<file path="config.mk">
export PLATFORM = sky130hd
export DESIGN_NAME = fmid_core
export DESIGN_NICKNAME = d
export VERILOG_FILES = /design/src/rtl/fmid_core.v
export VERILOG_INCLUDE_DIRS = /design/src /design/src/rtl
export SDC_FILE = /design/constraint.sdc
export NUM_CORES = 1
export LEC_CHECK = 0
export BUFFER_PORTS_ARGS = -buffer_cell sky130_fd_sc_hd__buf_4
export CAP_MARGIN = 15
export CORE_AREA = 2 2 110 134
export CTS_CLUSTER_SIZE = 25
export DETAILED_ROUTE_END_ITERATION = 8
export DIE_AREA = 0 0 112 136
export HOLD_SLACK_MARGIN = 0.12
export PLACE_DENSITY = 0.62
export SLEW_MARGIN = 20
export SYNTH_ARGS = -nofsm -noshare
export SYNTH_HDL_FRONTEND = slang
export SYNTH_SLANG_ARGS = --single-unit
</file>
<file path="constraint.sdc">
create_clock -name clock -period 4.42 [get_ports clock]
set_clock_uncertainty 0.2 [all_clocks]
set_input_delay 0.221 -clock clock [delete_from_list [all_inputs] [get_ports clock]]
set_output_delay 0.221 -clock clock [all_outputs]
set_load 0.005 [all_outputs]
</file>
<file path="src/rtl/fmid_regs.vh">
`ifndef FMID_REGS_VH
`define FMID_REGS_VH
// ----------------------------------------
// Opcodes
// ----------------------------------------
`define FMID_OP_ADDC 8'h30
`define FMID_OP_CADD 8'h10
`define FMID_OP_COMP 8'h40
`define FMID_OP_XOR 8'h02
`define FMID_OP_IJMP 8'hff
`define FMID_OP_RET 8'h48
`define FMID_OP_RETURN_THEN_SKIP 8'h49
`define FMID_OP_SKC 8'h20
`define FMID_OP_SKE 8'h21
`define FMID_OP_SKT 8'h41
`define FMID_OP_SWAP 8'h4f
`define FMID_OP_PFX 8'h33
`define FMID_OP_BZ0 8'h01
`define FMID_OP_BZ1 8'h11
`define FMID_OP_BZ2 8'h03
`define FMID_OP_BZ3 8'h13
`define FMID_OP_READ_GENERAL_INPUTS 8'h28
`define FMID_OP_READ_INPUT_LATCHES 8'h29
`define FMID_OP_OBD 8'h3e
`define FMID_OP_OMG 8'h3a
`define FMID_HI_ADD_IMMEDIATE_SKIP 4'h5
`define FMID_HI_LBI 4'h0
`define FMID_HI_LEI 4'h6
`define FMID_LEI_SEL 4'h3
`define FMID_HI_LONG 4'h6
`define FMID_SUB_PAGE 4'h2
// ----------------------------------------
// Reset values
// ----------------------------------------
`define FMID_RST_PC 10'h000
`define FMID_RST_NIB 4'h0
`endif

</file>
<file path="src/rtl/fmid_core.v">
`timescale 1ns/10ps
`include "fmid_regs.vh"
// Notes on behaviour
// - 30 adds A, carry, RAM; skip carry
// - Add immediate to A, skip on carry
// - 10 adds not-A, RAM, carry; skip
// - 40 complements A, never skips
// - 02 XORs RAM into A
// - FF loads PC low from ROM
// - In-page jump keeps page bits
// - Page call pushes, forces page 0010
// - 48/49 pop stack; 49 always skips
// - 21 skip if A equals RAM; 20 carry
// - 33 21 skips if port zero
// - 33 then bit code tests port bit
// - Single bit codes test RAM bit
// - 41 skips on timebase carry latch
// - 33 28 reads general inputs
// - 33 29 reads latches, clock pin
// - 33 3E copies pointer digit out
// - 33 5y writes port immediate
// - 33 3A writes RAM to port
// - 4F swaps shifter, carry to clock
// - Pointer load digit is code plus one
// - Enable load latches immediate
// - Skips take one cycle per byte
module fmid_core
(
  // Clock and reset
  input wire clock,
  input wire sys_rst,
  // Program ROM
  input wire [7:0] rom_data,
  output reg [9:0] rom_addr,
  // Data RAM
  input wire [3:0] ram_data,
  output reg [5:0] ram_addr,
  // Pins and latches
  input wire [3:0] gen_inputs,
  input wire clock_out_pin,
  input wire [1:0] falling_pulse_latches,
  input wire timebase_carry,
  input wire [3:0] shift_count_in,
  // Outputs
  output reg [3:0] acc_out,
  output reg carry_out,
  output reg [3:0] port_latch,
  output reg [3:0] data_port,
  output reg [3:0] enable_reg,
  output reg [3:0] shift_count_out,
  output reg shift_count_load,
  output reg serial_clock_output,
  output reg latch_clear
);
  localparam S_FETCH = 2'd0;
  localparam S_SECOND = 2'd1;
  localparam S_IND = 2'd2;
  localparam K_NONE = 2'd0;
  localparam K_PFX = 2'd1;
  localparam K_LONG = 2'd2;
  localparam K_LBI = 2'd3;
  reg [1:0] state_reg;
  reg [1:0] kind_reg;
  reg [9:0] pc_reg;
  reg [9:0] sa_reg;
  reg [9:0] sb_reg;
  reg [9:0] sc_reg;
  reg [3:0] a_reg;
  reg c_reg;
  reg skip_reg;
  reg [7:0] first_reg;
  reg tb_reg;
  reg [3:0] in_s1;
  reg [3:0] in_s2;
  reg [2:0] pin_s1;
  reg [2:0] pin_s2;
  reg [9:0] pc_inc;
  reg [4:0] sum_asc;
  reg [4:0] sum_add_immediate_skip;
  reg [4:0] sum_complement_add_carry_skip;
  reg two_byte;
  // ----------------------------------------
  // Helpers
  // ----------------------------------------
  function [4:0] add3;
    input [3:0] x;
    input [3:0] y;
    input ci;
    begin
      add3 = {1'b0, x} + {1'b0, y} + {4'h0, ci};
    end
  endfunction
  function bitsel;
    input [3:0] v;
    input [7:0] op;
    begin
      bitsel = v[{op[1], op[4]}];
    end
  endfunction
  function isbit;
    input [7:0] op;
    begin
      isbit = (op == `FMID_OP_BZ0) || (op == `FMID_OP_BZ1) ||
              (op == `FMID_OP_BZ2) || (op == `FMID_OP_BZ3);
    end
  endfunction
  function [9:0] incr;
    input [9:0] p;
    begin
      incr = p + 10'h001;
    end
  endfunction
  // ----------------------------------------
  // Pin synchronisers
  // ----------------------------------------
  always @(posedge clock)
  begin
    in_s1 <= gen_inputs;
    in_s2 <= in_s1;
    pin_s1 <= {falling_pulse_latches[1], clock_out_pin, falling_pulse_latches[0]};
    pin_s2 <= pin_s1;
  end
  // ----------------------------------------
  // Decode and execute
  // ----------------------------------------
  always @(posedge clock)
  begin
    if (sys_rst)
    begin
      state_reg <= S_FETCH;
      kind_reg <= K_NONE;
      pc_reg <= `FMID_RST_PC;
      rom_addr <= `FMID_RST_PC;
      sa_reg <= `FMID_RST_PC;
      sb_reg <= `FMID_RST_PC;
      sc_reg <= `FMID_RST_PC;
      a_reg <= `FMID_RST_NIB;
      c_reg <= 1'b0;
      skip_reg <= 1'b0;
      first_reg <= 8'h00;
      tb_reg <= 1'b0;
      ram_addr <= 6'h00;
      port_latch <= `FMID_RST_NIB;
      data_port <= `FMID_RST_NIB;
      enable_reg <= `FMID_RST_NIB;
      shift_count_out <= `FMID_RST_NIB;
      shift_count_load <= 1'b0;
      serial_clock_output <= 1'b0;
      latch_clear <= 1'b0;
    end
    else
    begin
      shift_count_load <= 1'b0;
      latch_clear <= 1'b0;
      if (timebase_carry)
        tb_reg <= 1'b1;
      pc_reg <= pc_inc;
      rom_addr <= pc_inc;
      case (state_reg)
        S_FETCH:
        begin
          first_reg <= rom_data;
          if (skip_reg)
          begin
            // One cycle per skipped byte; second bytes skipped too
            if (two_byte)
            begin
              state_reg <= S_SECOND;
              kind_reg <= K_NONE;
            end
            else
              skip_reg <= 1'b0;
          end
          else if (rom_data == `FMID_OP_PFX)
          begin
            state_reg <= S_SECOND;
            kind_reg <= K_PFX;
          end
          else if (rom_data[7:4] == `FMID_HI_LONG && !rom_data[2])
          begin
            state_reg <= S_SECOND;
            kind_reg <= K_LONG;
          end
          else if (two_byte)
          begin
            state_reg <= S_SECOND;
            kind_reg <= K_LBI;
          end
          else if (rom_data == `FMID_OP_ADDC)
          begin
            a_reg <= sum_asc[3:0];
            c_reg <= sum_asc[4];
            skip_reg <= sum_asc[4];
          end
          else if (rom_data[7:4] == `FMID_HI_ADD_IMMEDIATE_SKIP && rom_data[3:0] != 4'h0)
          begin
            a_reg <= sum_add_immediate_skip[3:0];
            skip_reg <= sum_add_immediate_skip[4];
          end
          else if (rom_data == `FMID_OP_CADD)
          begin
            a_reg <= sum_complement_add_carry_skip[3:0];
            c_reg <= sum_complement_add_carry_skip[4];
            skip_reg <= sum_complement_add_carry_skip[4];
          end
          else if (rom_data == `FMID_OP_COMP)
            a_reg <= ~a_reg;
          else if (rom_data == `FMID_OP_XOR)
            a_reg <= a_reg ^ ram_data;
          else if (rom_data == `FMID_OP_IJMP)
          begin
            rom_addr <= {pc_inc[9:8], a_reg, ram_data};
            state_reg <= S_IND;
          end
          else if (rom_data[7] && (rom_data[6] || pc_inc[9:7] == 3'b001))
          begin
            if (pc_inc[9:7] == 3'b001)
              pc_reg <= {pc_inc[9:7], rom_data[6:0]};
            else
              pc_reg <= {pc_inc[9:6], rom_data[5:0]};
            rom_addr <= (pc_inc[9:7] == 3'b001) ? {pc_inc[9:7], rom_data[6:0]} :
                        {pc_inc[9:6], rom_data[5:0]};
          end
          else if (rom_data[7:6] == 2'b10)
          begin
            sc_reg <= sb_reg;
            sb_reg <= sa_reg;
            sa_reg <= pc_inc;
            pc_reg <= {`FMID_SUB_PAGE, rom_data[5:0]};
            rom_addr <= {`FMID_SUB_PAGE, rom_data[5:0]};
          end
          else if (rom_data == `FMID_OP_RET || rom_data == `FMID_OP_RETURN_THEN_SKIP)
          begin
            pc_reg <= sa_reg;
            rom_addr <= sa_reg;
            sa_reg <= sb_reg;
            sb_reg <= sc_reg;
            skip_reg <= rom_data[0];
          end
          else if (rom_data == `FMID_OP_SKC)
            skip_reg <= c_reg;
          else if (rom_data == `FMID_OP_SKE)
            skip_reg <= (a_reg == ram_data);
          else if (isbit(rom_data))
            skip_reg <= !bitsel(ram_data, rom_data);
          else if (rom_data == `FMID_OP_SKT)
          begin
            skip_reg <= tb_reg;
            tb_reg <= timebase_carry;
          end
          else if (rom_data == `FMID_OP_SWAP)
          begin
            a_reg <= shift_count_in;
            shift_count_out <= a_reg;
            shift_count_load <= 1'b1;
            serial_clock_output <= c_reg;
          end
          else if (rom_data[7:6] == 2'b00 && rom_data[3:0] >= 4'h8)
            ram_addr <= {rom_data[5:4], rom_data[3:0] + 4'h1};
        end
        S_SECOND:
        begin
          state_reg <= S_FETCH;
          if (skip_reg)
            skip_reg <= 1'b0;
          else if (kind_reg == K_LONG)
          begin
            if (first_reg[3])
            begin
              sc_reg <= sb_reg;
              sb_reg <= sa_reg;
              sa_reg <= pc_inc;
            end
            pc_reg <= {first_reg[1:0], rom_data};
            rom_addr <= {first_reg[1:0], rom_data};
          end
          else if (kind_reg == K_LBI)
            ram_addr <= {first_reg[5:4], rom_data[3:0]};
          else if (kind_reg == K_PFX)
          begin
            if (rom_data == `FMID_OP_SKE)
              skip_reg <= (port_latch == 4'h0);
            else if (isbit(rom_data))
              skip_reg <= !bitsel(port_latch, rom_data);
            else if (rom_data == `FMID_OP_READ_GENERAL_INPUTS)
              a_reg <= in_s2;
            else if (rom_data == `FMID_OP_READ_INPUT_LATCHES)
            begin
              a_reg <= {pin_s2[2], pin_s2[1], 1'b0, pin_s2[0]};
              latch_clear <= 1'b1;
            end
            else if (rom_data == `FMID_OP_OBD)
              data_port <= ram_addr[3:0];
            else if (rom_data[7:4] == `FMID_HI_ADD_IMMEDIATE_SKIP)
              port_latch <= rom_data[3:0];
            else if (rom_data == `FMID_OP_OMG)
              port_latch <= ram_data;
            else if (rom_data[7:4] == `FMID_HI_LEI)
              enable_reg <= rom_data[3:0];
          end
        end
        S_IND:
        begin
          state_reg <= S_FETCH;
          pc_reg <= {pc_reg[9:8], rom_data};
          rom_addr <= {pc_reg[9:8], rom_data};
        end
        default:
          state_reg <= S_FETCH;
      endcase
    end
  end
  always @*
  begin
    pc_inc = incr(pc_reg);
    two_byte = (rom_data == `FMID_OP_PFX) || (rom_data[7:4] == `FMID_HI_LONG) ||
               (rom_data[7:4] == 4'h2 && rom_data[3:2] == 2'b11) ||
               (rom_data[7:4] == 4'h3 && rom_data[3:2] == 2'b11);
    sum_asc = add3(a_reg, ram_data, c_reg);
    sum_add_immediate_skip = add3(a_reg, rom_data[3:0], 1'b0);
    sum_complement_add_carry_skip = add3(~a_reg, ram_data, c_reg);
    acc_out = a_reg;
    carry_out = c_reg;
  end
endmodule // fmid_core

</file>
# Word level (Yosys, flattened, before mapping)
# Cells that the tools add are included.
dict set report op_classes {
  bitwise 29
  n_div 0
  reduce_logical 40
  n_eq_ne 80
  n_addsub 7
  n_mux 199
  multipliers 0
  shifts 0
  n_lt_le_gt_ge 2
}
# operator n
set ops {}
lappend ops {{2-to-1 mux 10 bit} 72}
lappend ops {{2-to-1 mux 6 bit} 22}
lappend ops {{2-to-1 mux 4 bit} 28}
lappend ops {{== test 8 x 6 -> 1 bit, second input constant} 8}
lappend ops {{!= test 7 bit, second input constant} 9}
lappend ops {{!= test 2 bit, second input constant} 30}
lappend ops {{one-hot mux 10 bit (2 select lines)} 3}
lappend ops {{one-hot mux 10 bit (3 select lines)} 2}
lappend ops {{2-to-1 mux 1 bit} 50}
lappend ops {{== test 8 x 7 -> 1 bit, second input constant} 5}
lappend ops {{2-to-1 mux 2 bit} 16}
lappend ops {{AND reduction 16 bit} 2}
lappend ops {{NOT 1 bit} 27}
lappend ops {{== test 8 x 5 -> 1 bit, second input constant} 3}
lappend ops {{AND reduction 23 bit} 1}
lappend ops {{AND reduction 21 bit} 1}
lappend ops {{!= test 4 x 3 -> 1 bit, second input constant} 5}
lappend ops {{AND reduction 19 bit} 1}
lappend ops {{OR reduction 19 bit} 1}
lappend ops {{== test 8 x 2 -> 1 bit, second input constant} 2}
lappend ops {{adder 4 x 4 -> 5 bit} 3}
lappend ops {{AND reduction 7 bit} 2}
lappend ops {{AND reduction 13 bit} 1}
lappend ops {{one-hot mux 6 bit (2 select lines)} 1}
lappend ops {{other kinds (34)} 62}
dict set report totals {
  out_inout_bits 40
  regBits 106
  n_memories 0
  romBits 0
  ram_bits 0
  latchBits 0
}

# Longest topological paths before layout
dict set report depth {
  depth_word 22
  depth_mapped 12
  mapped_depth_nobuf 10
}

# Worst setup path after synthesis
# Ideal clock, no wire load.
dict set report synth_path {
  kind {input port to flip-flop}
  from {in rom_data[1]}
  to {reg a_reg[2] (netlist: acc_out[2])}
  n_path_buf 2
  t_arrival_ns 2.537
  slack_ns 1.564
  stages 10
  setup_ns 0.119
  t_required_ns 4.101
  path_cell_list {clkbuf_1 inv_1 ha_1 or3b_2 clkbuf_1 o22ai_1 nor2_1 a311oi_4 o21ai_0 o221a_2}
}
dict set report synth_via {
  elab_chain_len 11
  elab_cells_between_ends 60
  classes_between {1 x add/sub; 32 x eq/ne; 17 x mux; 10 x reduce/logical}
}
# item line
set synth_rtl {}
lappend synth_rtl {{start, declared} fmid_core.v:33} ;# input wire [7:0] rom_data,
lappend synth_rtl {{== test 8 x 2 -> 1 bit (no line)} n/a}
lappend synth_rtl {{2-to-1 mux 4 bit} fmid_core.v:208} ;# else if (rom_data == `FMID_OP_XOR)
lappend synth_rtl {{2-to-1 mux 4 bit} fmid_core.v:206} ;# else if (rom_data == `FMID_OP_COMP)
lappend synth_rtl {{2-to-1 mux 4 bit} fmid_core.v:200} ;# else if (rom_data == `FMID_OP_CADD)
lappend synth_rtl {{2-to-1 mux 4 bit} fmid_core.v:195} ;# else if (rom_data[7:4] == `FMID_HI_ADD_IMMEDIATE_SKIP && rom_data[3:0] != 4'h0)
lappend synth_rtl {{2-to-1 mux 4 bit} fmid_core.v:189} ;# else if (rom_data == `FMID_OP_ADDC)
lappend synth_rtl {{2-to-1 mux 4 bit} fmid_core.v:184} ;# else if (two_byte)
lappend synth_rtl {{2-to-1 mux 4 bit} fmid_core.v:179} ;# else if (rom_data[7:4] == `FMID_HI_LONG && !rom_data[2])
lappend synth_rtl {{2-to-1 mux 4 bit} fmid_core.v:174} ;# else if (rom_data == `FMID_OP_PFX)
lappend synth_rtl {{2-to-1 mux 4 bit} fmid_core.v:163} ;# if (skip_reg)
lappend synth_rtl {{one-hot mux 4 bit (2 select lines)} fmid_core.v:159} ;# case (state_reg)
lappend synth_rtl {{end signal, assigned} fmid_core.v:191} ;# a_reg <= sum_asc[3:0];
lappend synth_rtl {{end signal, assigned} fmid_core.v:197} ;# a_reg <= sum_add_immediate_skip[3:0];
lappend synth_rtl {{end signal, assigned} fmid_core.v:202} ;# a_reg <= sum_complement_add_carry_skip[3:0];
lappend synth_rtl {{end, declared} fmid_core.v:68} ;# reg [3:0] a_reg;
# Parallel ways exist; a longest one is shown, timed or not. The select of a mux whose other input is x is not followed.
# A chain may end at the register's enable or synchronous reset.

# Final worst setup path
dict set report layout_path {
  from {in rom_data[1]}
  to {reg pc_reg[5] (netlist: incr.p[5])}
}
dict set report layout_via {
  elab_chain_len 16
  elab_cells_between_ends 28
  classes_between {8 x eq/ne; 14 x mux; 6 x reduce/logical}
}
# item line
set layout_rtl {}
lappend layout_rtl {{== test 8 x 7 -> 1 bit (no line)} n/a}
lappend layout_rtl {{logical OR 1 bit (no line)} n/a}
lappend layout_rtl {{2-to-1 mux 10 bit} fmid_core.v:232} ;# else if (rom_data == `FMID_OP_RET || rom_data == `FMID_OP_RETURN_THEN_SKIP)
lappend layout_rtl {{2-to-1 mux 10 bit} fmid_core.v:224} ;# else if (rom_data[7:6] == 2'b10)
lappend layout_rtl {{2-to-1 mux 10 bit} n/a}
lappend layout_rtl {{2-to-1 mux 10 bit} fmid_core.v:210} ;# else if (rom_data == `FMID_OP_IJMP)
lappend layout_rtl {{2-to-1 mux 10 bit} fmid_core.v:208}
lappend layout_rtl {{2-to-1 mux 10 bit} fmid_core.v:206}
lappend layout_rtl {{2-to-1 mux 10 bit} fmid_core.v:200}
lappend layout_rtl {{2-to-1 mux 10 bit} fmid_core.v:195}
lappend layout_rtl {{2-to-1 mux 10 bit} fmid_core.v:189}
lappend layout_rtl {{2-to-1 mux 10 bit} fmid_core.v:184}
lappend layout_rtl {{2-to-1 mux 10 bit} fmid_core.v:179}
lappend layout_rtl {{2-to-1 mux 10 bit (*)} fmid_core.v:174}
lappend layout_rtl {{2-to-1 mux 10 bit (*)} fmid_core.v:163}
lappend layout_rtl {{one-hot mux 10 bit (3 select lines) (*)} fmid_core.v:159}
lappend layout_rtl {{end signal, assigned} fmid_core.v:157} ;# pc_reg <= pc_inc;
lappend layout_rtl {{end signal, assigned} fmid_core.v:218} ;# pc_reg <= {pc_inc[9:7], rom_data[6:0]};
lappend layout_rtl {{end signal, assigned} fmid_core.v:220} ;# pc_reg <= {pc_inc[9:6], rom_data[5:0]};
lappend layout_rtl {{end, declared} fmid_core.v:64} ;# reg [9:0] pc_reg;
# Every way passes the cells marked *; elsewhere a longest branch is shown, timed or not.

==> results.py <==
metrics = {
    "detailed_routing": {
        "via_count": 5947,
        "drt-wirelength-per-cell_um": 21.0,
        "drt-initial-drc-count": 389,
        "ant_nets": 0,
        "drc_errors": 0,
        "vias_per_cell": 6.06,
        "first_pass_iters": 6,
        "routed_wl_um": 20600,
    },
    "cts": {
        "htree_levels": 3,
        "cts_tree": "done",
        "clkSlewWorstSetupHoldPaths_ns": 0.08,
        "cts-buffers-inserted": 9,
        "cts_sinks": 105,
        "ctsResizeCount": 0,
        "clockBufferDepth": 2,
        "cts_setup_buffers": 0,
        "clockRootBuffer": "clkbuf_16",
        "clock_latency_ns": 0.37,
    },
    "timing": {
        "relSlewSlack_pct": 30.1,
        "final.min_clock_period_ns": 3.58,
        "setup_tns_ns": 0,
        "setup_ws_ns": 0.838,
        "slew_viol_final": 0,
        "setup_viol": 0,
        "final.period_utilization_pct": 81.1,
        "rsz0062_at_grt": "false",
        "hold_viol_final": 0,
        "fmax_ghz": 0.279,
        "worst_pin_slew_ns": 1.04,
    },
    "yosys": {
        "synth_async_sr_flop_share_pct": 0,
        "synth_compound_area_share_pct": 23.3,
        "netlist_area_um2": 6150,
        "syn-num-nets": 805,
        "synth_edf_count": 0,
        "yosysSeqAreaShare_pct": 34.2,
        "synthSimpleGateAreaFrac_pct": 21.6,
        "yosysWarnings": 0,
        "synth_top_area_cell": "dfxtp_1",
        "synthMuxAreaShare_pct": 7.65,
        "synthAdderAreaFrac_pct": 5.21,
        "ys_top_cells_by_area": "dfxtp_1, mux2i_1, nor2_1, a21oi_1, nand2_1",
        "synth-main-ff-cell": "dfxtp_1",
        "yosysTopAreaCellShare_pct": 34.2,
        "synthXorXnorAreaFrac_pct": 2.56,
        "synthCells": 757,
        "synth.distinct_cells": 74,
        "synth_top_family_by_area": "compound AO/OA/AOI/OAI gates",
        "syn_avg_cell_area_um2": 8.12,
        "synth_seq_cells": 105,
    },
    "setup_path": {
        "critPathCaptureType": "flip-flop",
        "cp_max_fo": 12,
        "crit_path_cell_trace": "dlygate4sd3_1 -> buf_4 -> inv_1 -> ha_1 -> nor3b_1 -> o22ai_1 -> nor4b_4 -> buf_4 -> nand2_1 -> o311ai_0",
        "r2r-end": "port_latch[2]",
        "r2r-start": "state_reg[0]",
        "r2r_setup_slack_ns": 1.11,
        "required_ns": 4.42,
        "cp-start-kind": "primary input",
        "crit_top_cell": "buf_4",
        "worstSetupPathType": "primary input to flip-flop",
        "max_stage_delay_ns": 0.62,
        "path_delay_family": "buffers and inverters",
        "slowest_stage": "nor4b_4",
        "ff2ff_path_depth": 7,
        "crit_arrival_ns": 3.59,
        "path_buf_inv": 4,
    },
    "run": {
        "maxCapViolCount": 0,
    },
    "cells_and_area": {
        "diodes": 0,
        "final_common_cell": "dfxtp_1",
        "layout_common_cells": "dfxtp_1, nor2_1, buf_4",
        "drive_gt1_share_pct": 14.1,
        "n_fill_cell": 1425,
        "area_growth_syn_to_layout_pct": 17.0,
        "layout.nets": 849,
    },
    "floorplan": {
        "design.core.area_um2": 14100,
        "dieArea_um2": 15200,
        "initial_core_util_pct": 43.8,
        "die-width_um": 112,
        "num_rows": 48,
        "io_pins": 66,
        "die_h_um": 136,
    },
    "grt": {
        "grt_usage_pct": 26.9,
        "grt_pass1_vias": 5960,
        "grt_pass1_wl_um": 32000,
        "grt-ovfl-total": 0,
        "grt_max_degree": 78,
        "antenna_found_initial": 0,
    },
    "power_and_ir_drop": {
        "pwr-share-clk_pct": 36.3,
        "power_switching_mw": 0.697,
        "combPwrFrac_pct": 17.7,
        "intPower_mw": 1.56,
        "power_density_nw_per_um2": 314,
        "seqPwrFrac_pct": 46.1,
        "ir_worst_vdd_uv": 176,
        "p_leak_nw": 2.90,
        "swShare_pct": 30.9,
    },
    "placement": {
        "portBuffers": 65,
        "dp_slack_ns": 1.02,
        "gp_congestion": 0.942,
        "dpl.hpwl_um": 15000,
    },
    "worst_hold_path": {
        "holdPathStages": 0,
        "holdCritPathClass": "flip-flop to flip-flop",
        "whs_endpoint": "pin_s2[0]",
        "min-delay-start": "pin_s1[0]",
    },
    "run_status": {
        "outcome": "finished clean",
    },
}
## cell families (layout without fill, tap and decap cells)
family | after synthesis | count (layout)
muxes | 44 | 44
AOI/OAI and AO/OA | 213 | 213
DFF | 105 | 105
adders and majority gates | 22 | 22
and+or+nand+nor | 271 | 271
xor gates and xnor gates | 18 | 18
buffers and inverters | 84 | 133
## worst reg2reg max path: stages, from the launching register on
cell,delay [ns]
dfxtp_1,0.83
nand3b_1,0.21
nor3_1,0.34
nand2_1,0.19
a21oi_1,0.53
nor2_1,0.11
a311oi_1,0.26
dlygate4sd3_1,0.59
## routing by layer
layer	share of wire [%]	track usage, %	up-vias	wire length (um)
met5	0	0	-	0
met3	5.8	4.50	65	1190
li1	-	-	2829	-
met4	5.6	15.2	0	1150
met1	39	31.1	2799	8070
met2	49	47.1	254	10100
## synthesized netlist by cell type (all sizes together), types with 5 or more instances
| cell type | n |
|---|---|
| dfxtp | 105 |
| a311oi | 10 |
| nand2 | 71 |
| or2 | 6 |
| o21ai | 41 |
| nand3 | 17 |
| clkbuf | 52 |
| nand4 | 12 |
| xnor2 | 10 |
| a211oi | 25 |
| fa | 6 |
| xor2 | 8 |
| o22ai | 7 |
| nand2b | 12 |
| nor2 | 89 |
| inv | 21 |
| o311ai | 5 |
| buf | 11 |
| mux2i | 38 |
| a21o | 7 |
| nor3 | 15 |
| o211ai | 5 |
| a31oi | 13 |
| ha | 16 |
| and2 | 5 |
| or3 | 7 |
| a21oi | 55 |
| nor2b | 8 |
## layout make-up
type | count | area [um^2] | share of cell area [%]
clock buffer | 9 | 225 | 3.13
clock inverter | 7 | 80.1 | 1.11
inverter | 21 | 78.8 | 1.10
multi-input combinational | 568 | 3710 | 51.6
sequential | 105 | 2100 | 29.2
tap | 175 | 219 | 3.04
timing repair buffer | 96 | 773 | 10.8
## through the flow
stage	area, um^2	utilization [%]	hold WS (ns)	power [mW]	instances
after floorplan	6150	-	0.0487	1.30	757
after global placement	6680	47.5	0.112	1.44	944
after detailed placement	6680	47.5	0.112	1.44	944
after CTS	7190	51.2	0.130	2.27	981
after global routing	7190	51.2	0.134	2.35	981
final	7190	51.2	0.130	2.26	981
## worst max-delay path by stage
stage                           start          to  slack (ns)  depth (start not counted)
after detailed placement  rom_data[1]   incr.p[5]        1.02                          9
after global routing      rom_data[1]   incr.p[5]        0.62                         10
after CTS                 rom_data[1]   incr.p[5]        0.85                         10
final                     rom_data[1]   incr.p[5]        0.84                         10
after floorplan           rom_data[1]  acc_out[2]        1.56                         10
after global placement    rom_data[1]   incr.p[5]        1.12                          9
## power by group through the flow
stage                     Combinational, mW  Sequential (mW)  Clock [mW]
after floorplan                       0.259             1.04           0
after global placement                0.375             1.06           0
after detailed placement              0.380             1.06           0
after CTS                             0.395             1.04       0.833
after global routing                  0.435             1.05       0.867
final                                 0.398             1.04       0.818
## repair_timing
action | CTS | global route
hold buffers | 21 | 0
endpoints found under the hold margin | 25 | 0
endpoints found under the setup margin | 0 | 0
Power figures use the tool's default switching activity.
